--- src/tick_timer_regs.svh ---
`ifndef TICK_TIMER_REGS_SVH
`define TICK_TIMER_REGS_SVH

// Byte addresses of the three registers
`define TICK_CTRL_ADDR 32'he000_e010
`define TICK_RELOAD_ADDR 32'he000_e014
`define TICK_CURRENT_ADDR 32'he000_e018
// Interrupt status and mask, placed just above the timer words
`define TICK_IRQ_STATUS_ADDR 32'he000_e01c
`define TICK_IRQ_MASK_ADDR 32'he000_e020

// Field positions in the control and status word
`define TICK_ENABLE_BIT 0
`define TICK_IRQ_EN_BIT 1
`define TICK_CLKSEL_BIT 2
`define TICK_FLAG_BIT 16

// Reset values
`define TICK_CTRL_RESET 3'h0
`define TICK_COUNT_RESET 24'h00_0000
`define TICK_RELOAD_RESET 24'h00_0000
`define TICK_IRQ_RESET 1'b0

`endif

--- src/tick_timer_pkg.sv ---
package tick_timer_pkg;

	typedef logic [23:0] count_t;

	// Software command port
	typedef struct packed {
		logic [31:0] addr;
		logic [31:0] wdata;
		logic wr;
		logic rd;
	} bus_req_s;

	// Control bits held by the control and status word
	typedef struct packed {
		logic clk_sel;
		logic irq_en;
		logic enable;
	} ctrl_s;

endpackage : tick_timer_pkg

--- src/periodic_tick_timer.sv ---
`timescale 1ns/1ps
`include "tick_timer_regs.svh"
// How it works
// - 24-bit down-counter, one step per enabled clock
// - At zero, reload value and raise tick request
// - Bit 16 flag set at zero, read clears
// - Bit 2 selects system clock; reset 0 (here the bit is only stored; counting always runs on the system clock)
// - Bit 1 lets zero event raise exception
// - Bit 0 starts and stops the counter
// - Reload field bits 23:0, upper bits reserved
// - Current value write clears count and flag
// - Timer events never act as wake-up source
module periodic_tick_timer #(
	parameter int COUNT_WIDTH = 24
) (
	// Clock and reset
	input wire logic i_core_clk,
	input wire logic i_reset,
	// Register port
	input tick_timer_pkg::bus_req_s i_bus,
	output logic [31:0] o_rdata,
	// Events
	output logic o_tick_req,
	output logic o_irq,
	output logic o_wake
);
	import tick_timer_pkg::*;

	// ==========================================================
	// Register state
	ctrl_s ctrl_ff;
	count_t reload_ff;
	count_t count_ff;
	logic flag_ff;
	logic irq_status_ff;
	logic irq_mask_ff;
	logic tick_req_ff;
	logic irq_ff;
	logic [31:0] rdata_ff;

	logic wr_ctrl;
	logic wr_reload;
	logic wr_current;
	logic wr_status;
	logic wr_mask;
	logic rd_ctrl;
	logic counting;
	logic at_zero;
	logic zero_event;
	logic [31:0] nxt_rdata;
	count_t nxt_count;
	ctrl_s nxt_ctrl;
	count_t nxt_reload;
	logic nxt_flag;
	logic nxt_tick_req;
	logic nxt_irq_status;
	logic nxt_irq_mask;
	logic nxt_irq;
	logic wake_ff;
	// Read views of each register word, zero outside the stored fields
	logic [31:0] ctrl_word;
	logic [31:0] reload_word;
	logic [31:0] current_word;
	logic [31:0] status_word;
	logic [31:0] mask_word;

	function automatic logic hit(input logic [31:0] a, input logic [31:0] target);
		hit = (a == target);
	endfunction : hit

	// One step of the down-counter; wrapping happens only through the reload
	function automatic count_t step_down(input count_t value);
		step_down = value - count_t'(1);
	endfunction : step_down

	// Places a one-bit field at the bottom of an otherwise empty word
	function automatic logic [31:0] low_bit_word(input logic value);
		low_bit_word = {31'h0000_0000, value};
	endfunction : low_bit_word

	// Builds the control and status word as software reads it
	function automatic logic [31:0] pack_ctrl(input logic flag, input ctrl_s c);
		pack_ctrl = 32'h0000_0000;
		pack_ctrl[`TICK_FLAG_BIT] = flag;
		pack_ctrl[`TICK_CLKSEL_BIT] = c.clk_sel;
		pack_ctrl[`TICK_IRQ_EN_BIT] = c.irq_en;
		pack_ctrl[`TICK_ENABLE_BIT] = c.enable;
	endfunction : pack_ctrl

	// ==========================================================
	// Address decode
	always_comb begin
		wr_ctrl = 1'b0;
		wr_reload = 1'b0;
		wr_current = 1'b0;
		wr_status = 1'b0;
		wr_mask = 1'b0;
		if (hit(i_bus.addr, `TICK_CTRL_ADDR)) begin
			wr_ctrl = i_bus.wr;
		end else if (hit(i_bus.addr, `TICK_RELOAD_ADDR)) begin
			wr_reload = i_bus.wr;
		end else if (hit(i_bus.addr, `TICK_CURRENT_ADDR)) begin
			wr_current = i_bus.wr;
		end else if (hit(i_bus.addr, `TICK_IRQ_STATUS_ADDR)) begin
			wr_status = i_bus.wr;
		end else if (hit(i_bus.addr, `TICK_IRQ_MASK_ADDR)) begin
			wr_mask = i_bus.wr;
		end
	end

	assign rd_ctrl = i_bus.rd && hit(i_bus.addr, `TICK_CTRL_ADDR);

	// ==========================================================
	// Counter
	// Only the system clock exists here, so the select bit is stored but
	// counting does not wait for it; the reserved setting counts the same.
	assign counting = ctrl_ff.enable;
	assign at_zero = (count_ff == '0);
	// A zero produced by software clearing the count is not an event, and a
	// clear that lands on the last step swallows that step's event too.
	assign zero_event = counting && !wr_current && (count_ff == count_t'(1));

	// A count clear beats the enabled step. The step into zero is the
	// event; the following cycle loads the reload value, so one period
	// lasts reload plus one cycles.
	always_comb begin
		nxt_count = count_ff;
		if (wr_current) begin
			nxt_count = '0;
		end else if (counting) begin
			if (at_zero) begin
				nxt_count = reload_ff;
			end else begin
				nxt_count = step_down(count_ff);
			end
		end else begin
			nxt_count = count_ff;
		end
	end

	always_ff @(posedge i_core_clk) begin
		if (i_reset) begin
			count_ff <= `TICK_COUNT_RESET;
		end else begin
			count_ff <= nxt_count;
		end
	end

	// ==========================================================
	// Control and reload
	// Only the three control bits are stored; all other bits except the bit 16 flag read as zero.
	always_comb begin
		nxt_ctrl = ctrl_ff;
		if (wr_ctrl) begin
			nxt_ctrl.clk_sel = i_bus.wdata[`TICK_CLKSEL_BIT];
			nxt_ctrl.irq_en = i_bus.wdata[`TICK_IRQ_EN_BIT];
			nxt_ctrl.enable = i_bus.wdata[`TICK_ENABLE_BIT];
		end
	end

	always_ff @(posedge i_core_clk) begin
		if (i_reset) begin
			ctrl_ff <= `TICK_CTRL_RESET;
		end else begin
			ctrl_ff <= nxt_ctrl;
		end
	end

	// Reset value is undefined for software; a zero keeps simulation clean.
	// A new reload value takes effect at the next wrap, not at once.
	always_comb begin
		nxt_reload = reload_ff;
		if (wr_reload) begin
			nxt_reload = i_bus.wdata[23:0];
		end
	end

	always_ff @(posedge i_core_clk) begin
		if (i_reset) begin
			reload_ff <= `TICK_RELOAD_RESET;
		end else begin
			reload_ff <= nxt_reload;
		end
	end

	// ==========================================================
	// Zero-reached flag
	// The zero event wins over a read clear so no tick is lost; the read
	// that loses still returns the old flag, and the next read sees it set.
	always_comb begin
		nxt_flag = flag_ff;
		if (zero_event) begin
			nxt_flag = 1'b1;
		end else if (rd_ctrl || wr_current) begin
			nxt_flag = 1'b0;
		end
	end

	always_ff @(posedge i_core_clk) begin
		if (i_reset) begin
			flag_ff <= 1'b0;
		end else begin
			flag_ff <= nxt_flag;
		end
	end

	// ==========================================================
	// Exception request and interrupt
	// The request is a one-cycle pulse, one cycle after the step into zero
	always_comb begin
		nxt_tick_req = 1'b0;
		if (zero_event && ctrl_ff.irq_en) begin
			nxt_tick_req = 1'b1;
		end
	end

	always_ff @(posedge i_core_clk) begin
		if (i_reset) begin
			tick_req_ff <= 1'b0;
		end else begin
			tick_req_ff <= nxt_tick_req;
		end
	end

	// Sticky status: a new event beats a clear in the same cycle
	always_comb begin
		nxt_irq_status = irq_status_ff;
		if (zero_event && ctrl_ff.irq_en) begin
			nxt_irq_status = 1'b1;
		end else if (wr_status && i_bus.wdata[0]) begin
			nxt_irq_status = 1'b0;
		end
	end

	always_ff @(posedge i_core_clk) begin
		if (i_reset) begin
			irq_status_ff <= `TICK_IRQ_RESET;
		end else begin
			irq_status_ff <= nxt_irq_status;
		end
	end

	always_comb begin
		nxt_irq_mask = irq_mask_ff;
		if (wr_mask) begin
			nxt_irq_mask = i_bus.wdata[0];
		end
	end

	always_ff @(posedge i_core_clk) begin
		if (i_reset) begin
			irq_mask_ff <= `TICK_IRQ_RESET;
		end else begin
			irq_mask_ff <= nxt_irq_mask;
		end
	end

	// Level output; costs one cycle of latency so that it leaves a flop
	always_comb begin
		nxt_irq = 1'b0;
		if (irq_status_ff && irq_mask_ff) begin
			nxt_irq = 1'b1;
		end
	end

	always_ff @(posedge i_core_clk) begin
		if (i_reset) begin
			irq_ff <= 1'b0;
		end else begin
			irq_ff <= nxt_irq;
		end
	end

	// ==========================================================
	// Register words as software sees them
	assign ctrl_word = pack_ctrl(flag_ff, ctrl_ff);
	assign reload_word = {8'h00, reload_ff};
	assign current_word = {8'h00, count_ff};
	assign status_word = low_bit_word(irq_status_ff);
	assign mask_word = low_bit_word(irq_mask_ff);

	// ==========================================================
	// Read data, valid the cycle after the read strobe
	// Unmapped addresses read as zero rather than stalling the bus.
	always_comb begin
		nxt_rdata = 32'h0000_0000;
		if (hit(i_bus.addr, `TICK_CTRL_ADDR)) begin
			nxt_rdata = ctrl_word;
		end else if (hit(i_bus.addr, `TICK_RELOAD_ADDR)) begin
			nxt_rdata = reload_word;
		end else if (hit(i_bus.addr, `TICK_CURRENT_ADDR)) begin
			nxt_rdata = current_word;
		end else if (hit(i_bus.addr, `TICK_IRQ_STATUS_ADDR)) begin
			nxt_rdata = status_word;
		end else if (hit(i_bus.addr, `TICK_IRQ_MASK_ADDR)) begin
			nxt_rdata = mask_word;
		end
	end

	// Data stands for one cycle only, then returns to zero
	always_ff @(posedge i_core_clk) begin
		if (i_reset) begin
			rdata_ff <= 32'h0000_0000;
		end else if (i_bus.rd) begin
			rdata_ff <= nxt_rdata;
		end else begin
			rdata_ff <= 32'h0000_0000;
		end
	end

	// ==========================================================
	// Standby wake
	// Held low by design: the timer must never pull the part out of
	// standby, so no event path reaches this flop.
	always_ff @(posedge i_core_clk) begin
		if (i_reset) begin
			wake_ff <= 1'b0;
		end else begin
			wake_ff <= 1'b0;
		end
	end

	assign o_rdata = rdata_ff;
	assign o_tick_req = tick_req_ff;
	assign o_irq = irq_ff;
	assign o_wake = wake_ff;

endmodule : periodic_tick_timer

--- config.mk ---
export PLATFORM = sky130hd
export DESIGN_NAME = periodic_tick_timer
export DESIGN_NICKNAME = d
export VERILOG_FILES = /design/src/tick_timer_pkg.sv /design/src/periodic_tick_timer.sv
export VERILOG_INCLUDE_DIRS = /design/src /design/src/src
export SDC_FILE = /design/constraint.sdc
export NUM_CORES = 1
export LEC_CHECK = 0
export BUFFER_PORTS_ARGS = -buffer_cell sky130_fd_sc_hd__buf_4
export CORE_MARGIN = 8
export CORE_UTILIZATION = 40
export CTS_CLUSTER_SIZE = 24
export DETAILED_ROUTE_END_ITERATION = 7
export HOLD_SLACK_MARGIN = 0.12
export PLACE_DENSITY = 0.68
export SETUP_SLACK_MARGIN = 0.15
export SYNTH_ARGS = -nofsm -noshare
export SYNTH_HDL_FRONTEND = slang
export SYNTH_SLANG_ARGS = --single-unit
--- constraint.sdc ---
create_clock -name i_core_clk -period 4.1 [get_ports i_core_clk]
set_clock_uncertainty 0.1 [all_clocks]
set_input_delay 0.205 -clock i_core_clk [delete_from_list [all_inputs] [get_ports i_core_clk]]
set_output_delay 0.205 -clock i_core_clk [all_outputs]
set_load 0.05 [all_outputs]
# [Word level (Yosys, flattened, before mapping)]
# Cells that the tools add are included.
[op_classes] addsub=1 n_eq_ne=6 n_mux=27 n_bitwise=1 n_reduce_logical=15
[op_table] cell="32-bit equality test (second input constant)" n=5
[op_table] cell="24-bit 2-to-1 mux" n=3
[op_table] cell="24-bit by 1-bit equality test with 1-bit output (second input constant)" n=1
[op_table] cell="24-bit zero test" n=1
[op_table] cell="24-bit by 1-bit subtractor with 24-bit output (second input constant)" n=1
[op_table] cell="1-bit 2-to-1 mux" n=23
[op_table] cell="17-bit 2-to-1 mux" n=1
[op_table] cell="1-bit logical AND" n=6
[op_table] cell="6-bit OR reduction" n=1
[op_table] cell="2-bit nonzero test" n=2
[op_table] cell="2-bit OR reduction" n=2
[op_table] cell="3-bit OR reduction" n=1
[op_table] cell="1-bit zero test" n=1
[op_table] cell="1-bit logical OR" n=1
[op_table] cell="1-bit NOT" n=1
[word_totals] ff_bits=88 inputBits=68 output_inout_bits=35 wordCells=63

# [Longest topological paths before layout]
# Gate-level depths: netlist of run 1.
[logic_depth] depth_word=9 ltp_mapped=8 mapped_depth_nobuf=7

# [Worst setup path before layout of run 1]
# OpenSTA, ideal clock, no wires.
[synth_path] path_type="input port to flip-flop" start="input i_bus[41] (netlist name)" end="register reload_ff[10]" setup_ns=0.128 arrival_ns=2.028 required_time_ns=3.872 setup_slack_ns=1.844 path_stages=7 n_path_buf=2 path_cell_list="or4_4 > or3_1 > buf_2 > nor4_4 > buf_6 > mux2i_1 > nor2_1"
[synth_between] elab_chain_len=3 elab_cells_between_ends=4 classes_between="eq/ne: 2; mux: 2"
[synth_rtl] element="from (decl)" line_no="periodic_tick_timer.sv:20" source="input tick_timer_pkg::bus_req_s i_bus,"
[synth_rtl] element="32-bit equality test" line_no="periodic_tick_timer.sv:68" source="hit = (a == target);"
[synth_rtl] element="1-bit 2-to-1 mux" line_no="periodic_tick_timer.sv:100" source="end else if (hit(i_bus.addr, `TICK_RELOAD_ADDR)) begin"
[synth_rtl] element="1-bit 2-to-1 mux (*)" line_no="periodic_tick_timer.sv:98" source="if (hit(i_bus.addr, `TICK_CTRL_ADDR)) begin"
[synth_rtl] element="to (signal assigned)" line_no="periodic_tick_timer.sv:180" source="reload_ff <= `TICK_RELOAD_RESET;"
[synth_rtl] element="to (signal assigned)" line_no="periodic_tick_timer.sv:182" source="reload_ff <= nxt_reload;"
[synth_rtl] element="to (decl)" line_no="periodic_tick_timer.sv:32" source="count_t reload_ff;"
# Every way passes the cells marked *; elsewhere a longest branch is shown, timed or not.
# A chain may end at the register's enable or synchronous reset.

# [Final worst setup path of run 1]
[layout_path] start="register count_ff[0]" end="register count_ff[5]"
[layout_between] elab_chain_len=2 elab_cells_between_ends=3 classes_between="add/sub: 1; mux: 1; reduce/logical: 1"
[layout_rtl] element="from (decl)" line_no="periodic_tick_timer.sv:33" source="count_t count_ff;"
[layout_rtl] element="from (signal assigned)" line_no="periodic_tick_timer.sv:143" source="count_ff <= `TICK_COUNT_RESET;"
[layout_rtl] element="from (signal assigned)" line_no="periodic_tick_timer.sv:145" source="count_ff <= nxt_count;"
[layout_rtl] element="24-bit by 1-bit subtractor with 24-bit output / 24-bit zero test (equally long branches)" line_no="periodic_tick_timer.sv:73, periodic_tick_timer.sv:118"
[layout_rtl] element="24-bit 2-to-1 mux (*)" line_no="periodic_tick_timer.sv:131" source="if (at_zero) begin"
# Marked as above.

==> results by group, run 1 <==
Synth
  • Avg Cell Area, Syn: about 8.6 um2
  • Share of flip-flops with an asynchronous set or reset: 0
  • Top post-synthesis cells by count: 80 x dfxtp_1, 49 x nor2_1, 30 x a21oi_1, 30 x mux2i_1, 30 x nor3_1
  • Synthesized area: 3770 um2
  • Synth warn: 0
  • Sequential share of the synthesized area: 0.425
  • Primary FF master, synth: dfxtp_1
  • Most common cell in the netlist: dfxtp_1
  • Synth cell types: 51
  • Post-synth top area share: 0.425
  • Synth area leader: dfxtp_1
  • Yosys reg bits: 80
  • Post-synth EDFFs: 0
  • Post-Synthesis Cells: 438
  • Area contributors post-synth: dfxtp_1 42%, mux2i_1 8.0%, nor2_1 4.9%

GRT
  • Grt met3 use: 0.0373
  • All-layer global routing usage: 0.164
  • Initial antenna violation count: 0
  • Vias in the first global route: around 3600
  • Met1 GRT Util: 0.200
  • Largest net degree at the start of global routing: 34
  • First-pass GRT wire length: between 15 and 20 mm
  • Met2 usage: 0.277
  • GRT overflow: 0
  • Busiest grt layer: met2

Min path
  • Hold WC Path Type: in -> reg
  • Worst hold start: i_reset
  • Hold EP: reload_ff[16]
  • Hold Crit Depth: 2

Timing
  • Hold WS: 123 ps
  • RSZ-0062 raised after global routing: no
  • Max-slew violation count: 0
  • Fin crit period: 2750 ps
  • Final setup viols: 0
  • Setup_tns: 0 ps
  • Worst slew margin: 0.298
  • Max Freq: 0.364 GHz
  • Tcrit/Tclk final: 0.670
  • Final Hold Viols: 0
  • Least-Margin Pin Slew: 1050 ps

Cells and area
  • Nets@finish: 611
  • Fin util: 0.541
  • Antenna Cells: 0
  • Fin cells: between 600 and 700
  • Area growth from synthesis to layout: 32.1%
  • Layout cell share with drive strength beyond 1: 0.207

Critical path
  • Worst setup SP type: register
  • CP Max Fanout: 7
  • Worst reg2reg endpoint: count_ff[5]
  • R2r setup slk: 1350 ps
  • Slowest-stage cell, CP: nor3b_1
  • R2r startpoint: count_ff[0]
  • Reg2reg path depth: 7
  • Crit-path max cell delay: 600 ps
  • WP data arrival: roughly 2900 ps
  • CP cell instances: inv_1 > ha_1 > nor3b_1 > nand3_1 > nor2_1 > o21ai_0 > a221oi_1
  • Crit path capture type: register
  • WS Path Type: reg -> reg
  • CP required: 4270 ps

Floorplan
  • Die Wd: 113 um
  • Die Footprint: around 13000 um2
  • I/O pins: 103
  • Die Y-Extent: 113 um
  • Number of core rows: 35
  • Core Region: about 9000 um2
  • Initial Utilization: 0.410

Routing
  • Iteration-0 DRC Markers: 251
  • Routed Antenna Nets: 0
  • Number of vias per cell: 5.57
  • Routed wire length per instance: 16.1 um
  • Remaining DRCs: 0
  • Vias after detailed routing: 3657
  • Routed Wire Length: 10.6 mm
  • DR pass1 iterations: 5

Clocking
  • Post-CTS sizing: 0
  • Reg clk slew, reported paths: 80 ps
  • H-tree Lvls: 3
  • Root Buffer: clkbuf_8
  • Clk buf depth: 2
  • CTS tree: built
  • Worst skew pair latency: 370 ps
  • Sink Count: 80
  • Num CTS Buffers: 9

Pwr
  • Leakage: 1.94 nW
  • Peak supply drop: 136 uV
  • Pwr/cell area: 321 nW/um2

Placed design
  • Hpwl dp: 7.20 mm
  • GP Congestion: between 0.8 and 0.9
  • Port buffer count: 85
  • Dpl cells: 611

Run
  • Total of max-cap violations: 0

Outcome
  • Status: finished, final reports clean
-- per-layer routing --
metal | vias to the layer above | routed length (um) | part of all wire
li1 | 1809 | - | -
met1 | 1709 | 4720 | 0.45
met2 | 121 | 5090 | 0.48
met3 | 18 | 589 | 0.056
met4 | 0 | 195 | 0.018
met5 | - | 0 | 0
-- registers in the layout (all words and copies together), names as in the netlist --
register and count:
irq_status_ff 1, ctrl_ff 2, reload_ff 24, counting 1, irq_mask_ff 1, flag_ff 1, o_tick_req 1, count_ff 24
o_rdata 24, o_irq 1
-- final cells by class --
cell class | instances | area (um2)
Clock buffer | 9 | 124
Timing Repair Buffer | 121 | 983
Multi-Input combinational cell | 320 | 1980
Sequential cell | 80 | 1600
Inverter | 9 | 33.8
Tap cell | 111 | 139
Fill cell | 863 | 4220
Clock inverter | 7 | 120
-- report_power, final --
group / internal, mW / leakage, nW / switching [mW]
Sequential: 0.776 / 0.644 / 0.0000000000405
Combinational: 0.0590 / 1.18 / 0.0615
Clock: 0.405 / 0.119 / 0.299
Total: 1.24 / 1.94 / 0.361
-- worst max-delay path: cells and delay by family, from the launching register on --
kind | cells | cell delay, ps
AND/OR/NAND/NOR | 3 | 1440
flip-flops | 1 | 380
buffers and inverters | 1 | 90
adder cells (fa/ha/maj) | 1 | 190
AO/OA/AOI/OAI | 2 | 440
-- logic make-up after synthesis --
family	synth area share
AO/OA/AOI/OAI	0.180
XOR/XNOR	0.00232
adder cells (fa/ha/maj)	0.00664
buffers and inverters	0.0597
flip-flops	0.425
multiplexers	0.0797
other	0.000995
AND/OR/NAND/NOR	0.246
-- worst max path at each step --
stage / endpoint / cells past startpoint / start / slack, ps
final: count_ff[5] / 7 / count_ff[0] / 1350
after global routing: count_ff[5] / 7 / count_ff[0] / 1100
after CTS: count_ff[5] / 7 / count_ff[0] / 1370
after detailed placement: count_ff[5] / 7 / count_ff[0] / 1420
after global placement: count_ff[9] / 7 / count_ff[0] / 1470
after floorplan: reload_ff[10] / 7 / i_bus[41] / 1840
-- metrics by stage --
step	worst slack [ps]	area (um2)	total power [mW]
after global routing	1100	4980	1.65
after CTS	1370	4980	1.61
after floorplan	1840	3800	0.847
after detailed placement	1420	4440	0.895
final	1350	4980	1.60
after global placement	1470	4440	0.893
-- layout by cell type, fill, tap and decap left out, types with 3 or more instances in the layout --
master         netlist  layout
or4_1                9       9
clkbuf_8             0       9
o31ai_1              8       7
nand2_1             19      19
a21oi_1             30      30
dlygate4sd3_1        0      30
conb_1               1       9
nor3_1              30      30
and2_1               3       3
buf_4                9      91
o211ai_1             5       5
o21ai_0             13      13
dfxtp_1             80      80
mux2i_1             30      30
bufinv_16            0       3
nand4_1              7       7
nand3_1              9       9
nand2b_1            11      11
nor4_1              17      17
a22oi_1             20      20
nor2_1              49      49
or3_1                5       5
nor3b_1              3       3
inv_1                9       9
o21a_1               3       3
and3_1               3       3
-- what timing repair did --
| item | in CTS | in global routing |
|---|---|---|
| setup buffers | 0 | 0 |
| hold endpoints to repair | 30 | 0 |
| hold buffers | 30 | 0 |
No activity file was read; power rests on OpenSTA's default activity.
==> inputs of run 2 (changes only) <==
PLACE_DENSITY = 0.7   (was 0.68)
clock period = 2.5 ns   (was 4.1 ns; I/O delays follow)
==> results by group, run 2 (synthesis gave the netlist of run 1 again) <==
Pwr
  • Leakage: 2.03 nW (+4.6%)
  • Combinational Power Share: 0.082 (+0.007)
  • Flop pwr share: 0.503 (+0.018)
  • Switching Fraction: 0.224 (-0.00179)
  • Sw Pwr: 0.565 mW (+57%)
  • Clock share of power: 0.415 (-0.025)
  • Peak supply drop: 223 uV (+64%)
  • Int Pwr: 1.96 mW (+58%)
  • Pwr/cell area: 490 nW/um2 (+52%)

Run
  • Total of max-cap violations: 0 (unchanged)

Timing
  • Final worst slack: 252 ps (-1100 ps)
  • Max Freq: 0.445 GHz (+22%)
  • Worst slew margin: 0.400 (+0.102)
  • Final Hold Viols: 0 (unchanged)
  • Final setup viols: 0 (unchanged)
  • RSZ-0062 raised after global routing: yes
  • Tcrit/Tclk final: 0.899 (+0.229)
  • Least-Margin Pin Slew: 898 ps (-153 ps)
  • Max-slew violation count: 0 (unchanged)
  • Fin crit period: 2250 ps (-499 ps)
  • Hold WS: 187 ps (+64.5 ps)
  • Setup_tns: 0 ps (unchanged)

Routing
  • Routed Antenna Nets: 0 (unchanged)
  • Remaining DRCs: 0 (unchanged)
  • DR pass1 iterations: 5 (unchanged)
  • Number of vias per cell: 5.54 (-0.51%)
  • Routed wire length per instance: 15.9 um (-1.3%)
  • Routed Wire Length: 10.8 mm (+1.7%)
  • Iteration-0 DRC Markers: 241 (-4.0%)
  • Vias after detailed routing: 3749 (+2.5%)

Cells and area
  • Nets@finish: 631 (+3.3%)
  • Layout cell share with drive strength beyond 1: 0.244 (+0.0369)
  • Antenna Cells: 0 (unchanged)
  • Commonest non-fill, non-tap cell in the layout: buf_4
  • Most frequent cells in the layout: 108 x buf_4, 80 x dfxtp_1, 48 x nor2_1
  • Fin util: 0.562 (+0.0203)
  • Layout filler cell count: 856 (-0.81%)
  • Sequential Area: 1600 um2 (unchanged)
  • Area growth from synthesis to layout: 37.0%
  • Footprint of the multi-input gates: 2010 um2 (+1.5%)
  • Fin cells: 677 (+3.0%)

Critical path
  • CP cell instances: inv_1 > ha_1 > or3b_2 > nor3_4 > buf_6 > a22o_1 > a21oi_1 > a211oi_1
  • Crit path capture type: register
  • Worst setup SP type: register
  • CP Max Fanout: 11 (+4)
  • Crit-path max cell delay: 540 ps (-60 ps)
  • CP required: 2660 ps (-1610 ps)
  • Delay-heaviest family, CP: simple AND/OR/NAND/NOR gates
  • WP data arrival: 2400 ps (-520 ps)
  • WS Path Type: reg -> reg
  • Slowest-stage cell, CP: or3b_2
  • Worst path bufs/invs: 2 (+1)

GRT
  • Met2 usage: 0.292 (+0.0151)
  • Vias in the first global route: 3788 (+6.6%)
  • Met1 GRT Util: 0.206 (+0.00599)
  • All-layer global routing usage: 0.172 (+0.00728)
  • First-pass GRT wire length: 18.2 mm (+5.5%)
  • GRT overflow: 0 (unchanged)
  • Grt met3 use: 0.0309 (-0.00639)
  • Busiest grt layer: met2
  • Largest net degree at the start of global routing: 33 (-2.9%)
  • Initial antenna violation count: 0 (unchanged)

Floorplan
  • I/O pins: 103 (unchanged)
  • Core Region: 9200 um2 (unchanged)
  • Die Y-Extent: 113 um (unchanged)
  • Die Wd: 113 um (unchanged)
  • Number of core rows: 35 (unchanged)
  • Initial Utilization: 0.410 (unchanged)
  • Die Footprint: 12800 um2 (unchanged)

Clocking
  • Num CTS Buffers: 9 (unchanged)
  • Setup bufs post-CTS: 0 (unchanged)
  • Sink Count: 80 (unchanged)
  • Reg clk slew, reported paths: 80 ps (about the same)
  • Clk buf depth: 2 (unchanged)
  • CTS tree: built
  • H-tree Lvls: 3 (unchanged)
  • Worst skew pair latency: 350 ps (-20 ps)
  • Root Buffer: clkbuf_8

Min path
  • Hold WC Path Type: in -> reg

Placed design
  • GP Congestion: 0.894 (+2.0%)
  • Hpwl dp: 7.59 mm (+5.3%)
  • Port buffer count: 85 (unchanged)
  • Setup WS pre-CTS: 115 ps (-1300 ps)
  • Dpl cells: 631 (+3.3%)

Outcome
  • Status: finished, final reports clean
## run 2: worst min-delay path, stage by stage
cell	delay [ps]
buf_4	80
nand2b_1	80
nor4_1	60
nand4_1	100
mux2i_1	70
nor2_1	80
## run 2: cell type report
class,instances,area share
multi-input combinational,320,0.389
clock inverter,5,0.0155
sequential,80,0.310
tap,111,0.0269
inverter,9,0.00654
clock buffer,11,0.0274
timing repair buffer,141,0.225
## run 2: per-stage QoR
stage | instance area, um2 | power, mW
after global placement | 4610 | 1.47
after detailed placement | 4610 | 1.47
after floorplan | 3800 | 1.39
final | 5170 | 2.53
after global routing | 5170 | 2.61
after CTS | 5140 | 2.55
## run 2: path summary, 6_finish.rpt
path / slack (ps) / cells past startpoint / end / start
max: 250 / 8 / count_ff[11] / count_ff[1]
min reg2reg: 400 / 2 / count_ff[10] / reload_ff[10]
max reg2reg: 250 / 8 / count_ff[11] / count_ff[1]
min: 190 / 6 / irq_mask_ff / i_bus[38]
## run 2: power by group through the flow
stage	logic [mW]	clock network (mW)	registers [mW]
after floorplan	0.0854	0	1.30
after global placement	0.166	0	1.30
after detailed placement	0.169	0	1.30
after CTS	0.205	1.07	1.27
after global routing	0.220	1.12	1.27
final	0.206	1.05	1.27
## run 2: metal layers
metal	up-vias	part of all wire
met5	-	0
met4	0	0.019
met1	1766	0.45
li1	1859	-
met3	16	0.046
met2	108	0.49
## run 2: repair_timing
action / in CTS / in global routing
hold endpoints to repair: 31 / 0
hold buffers: 30 / 0
endpoints found under the setup margin: 6 / 17
resized for setup: 2 / 7
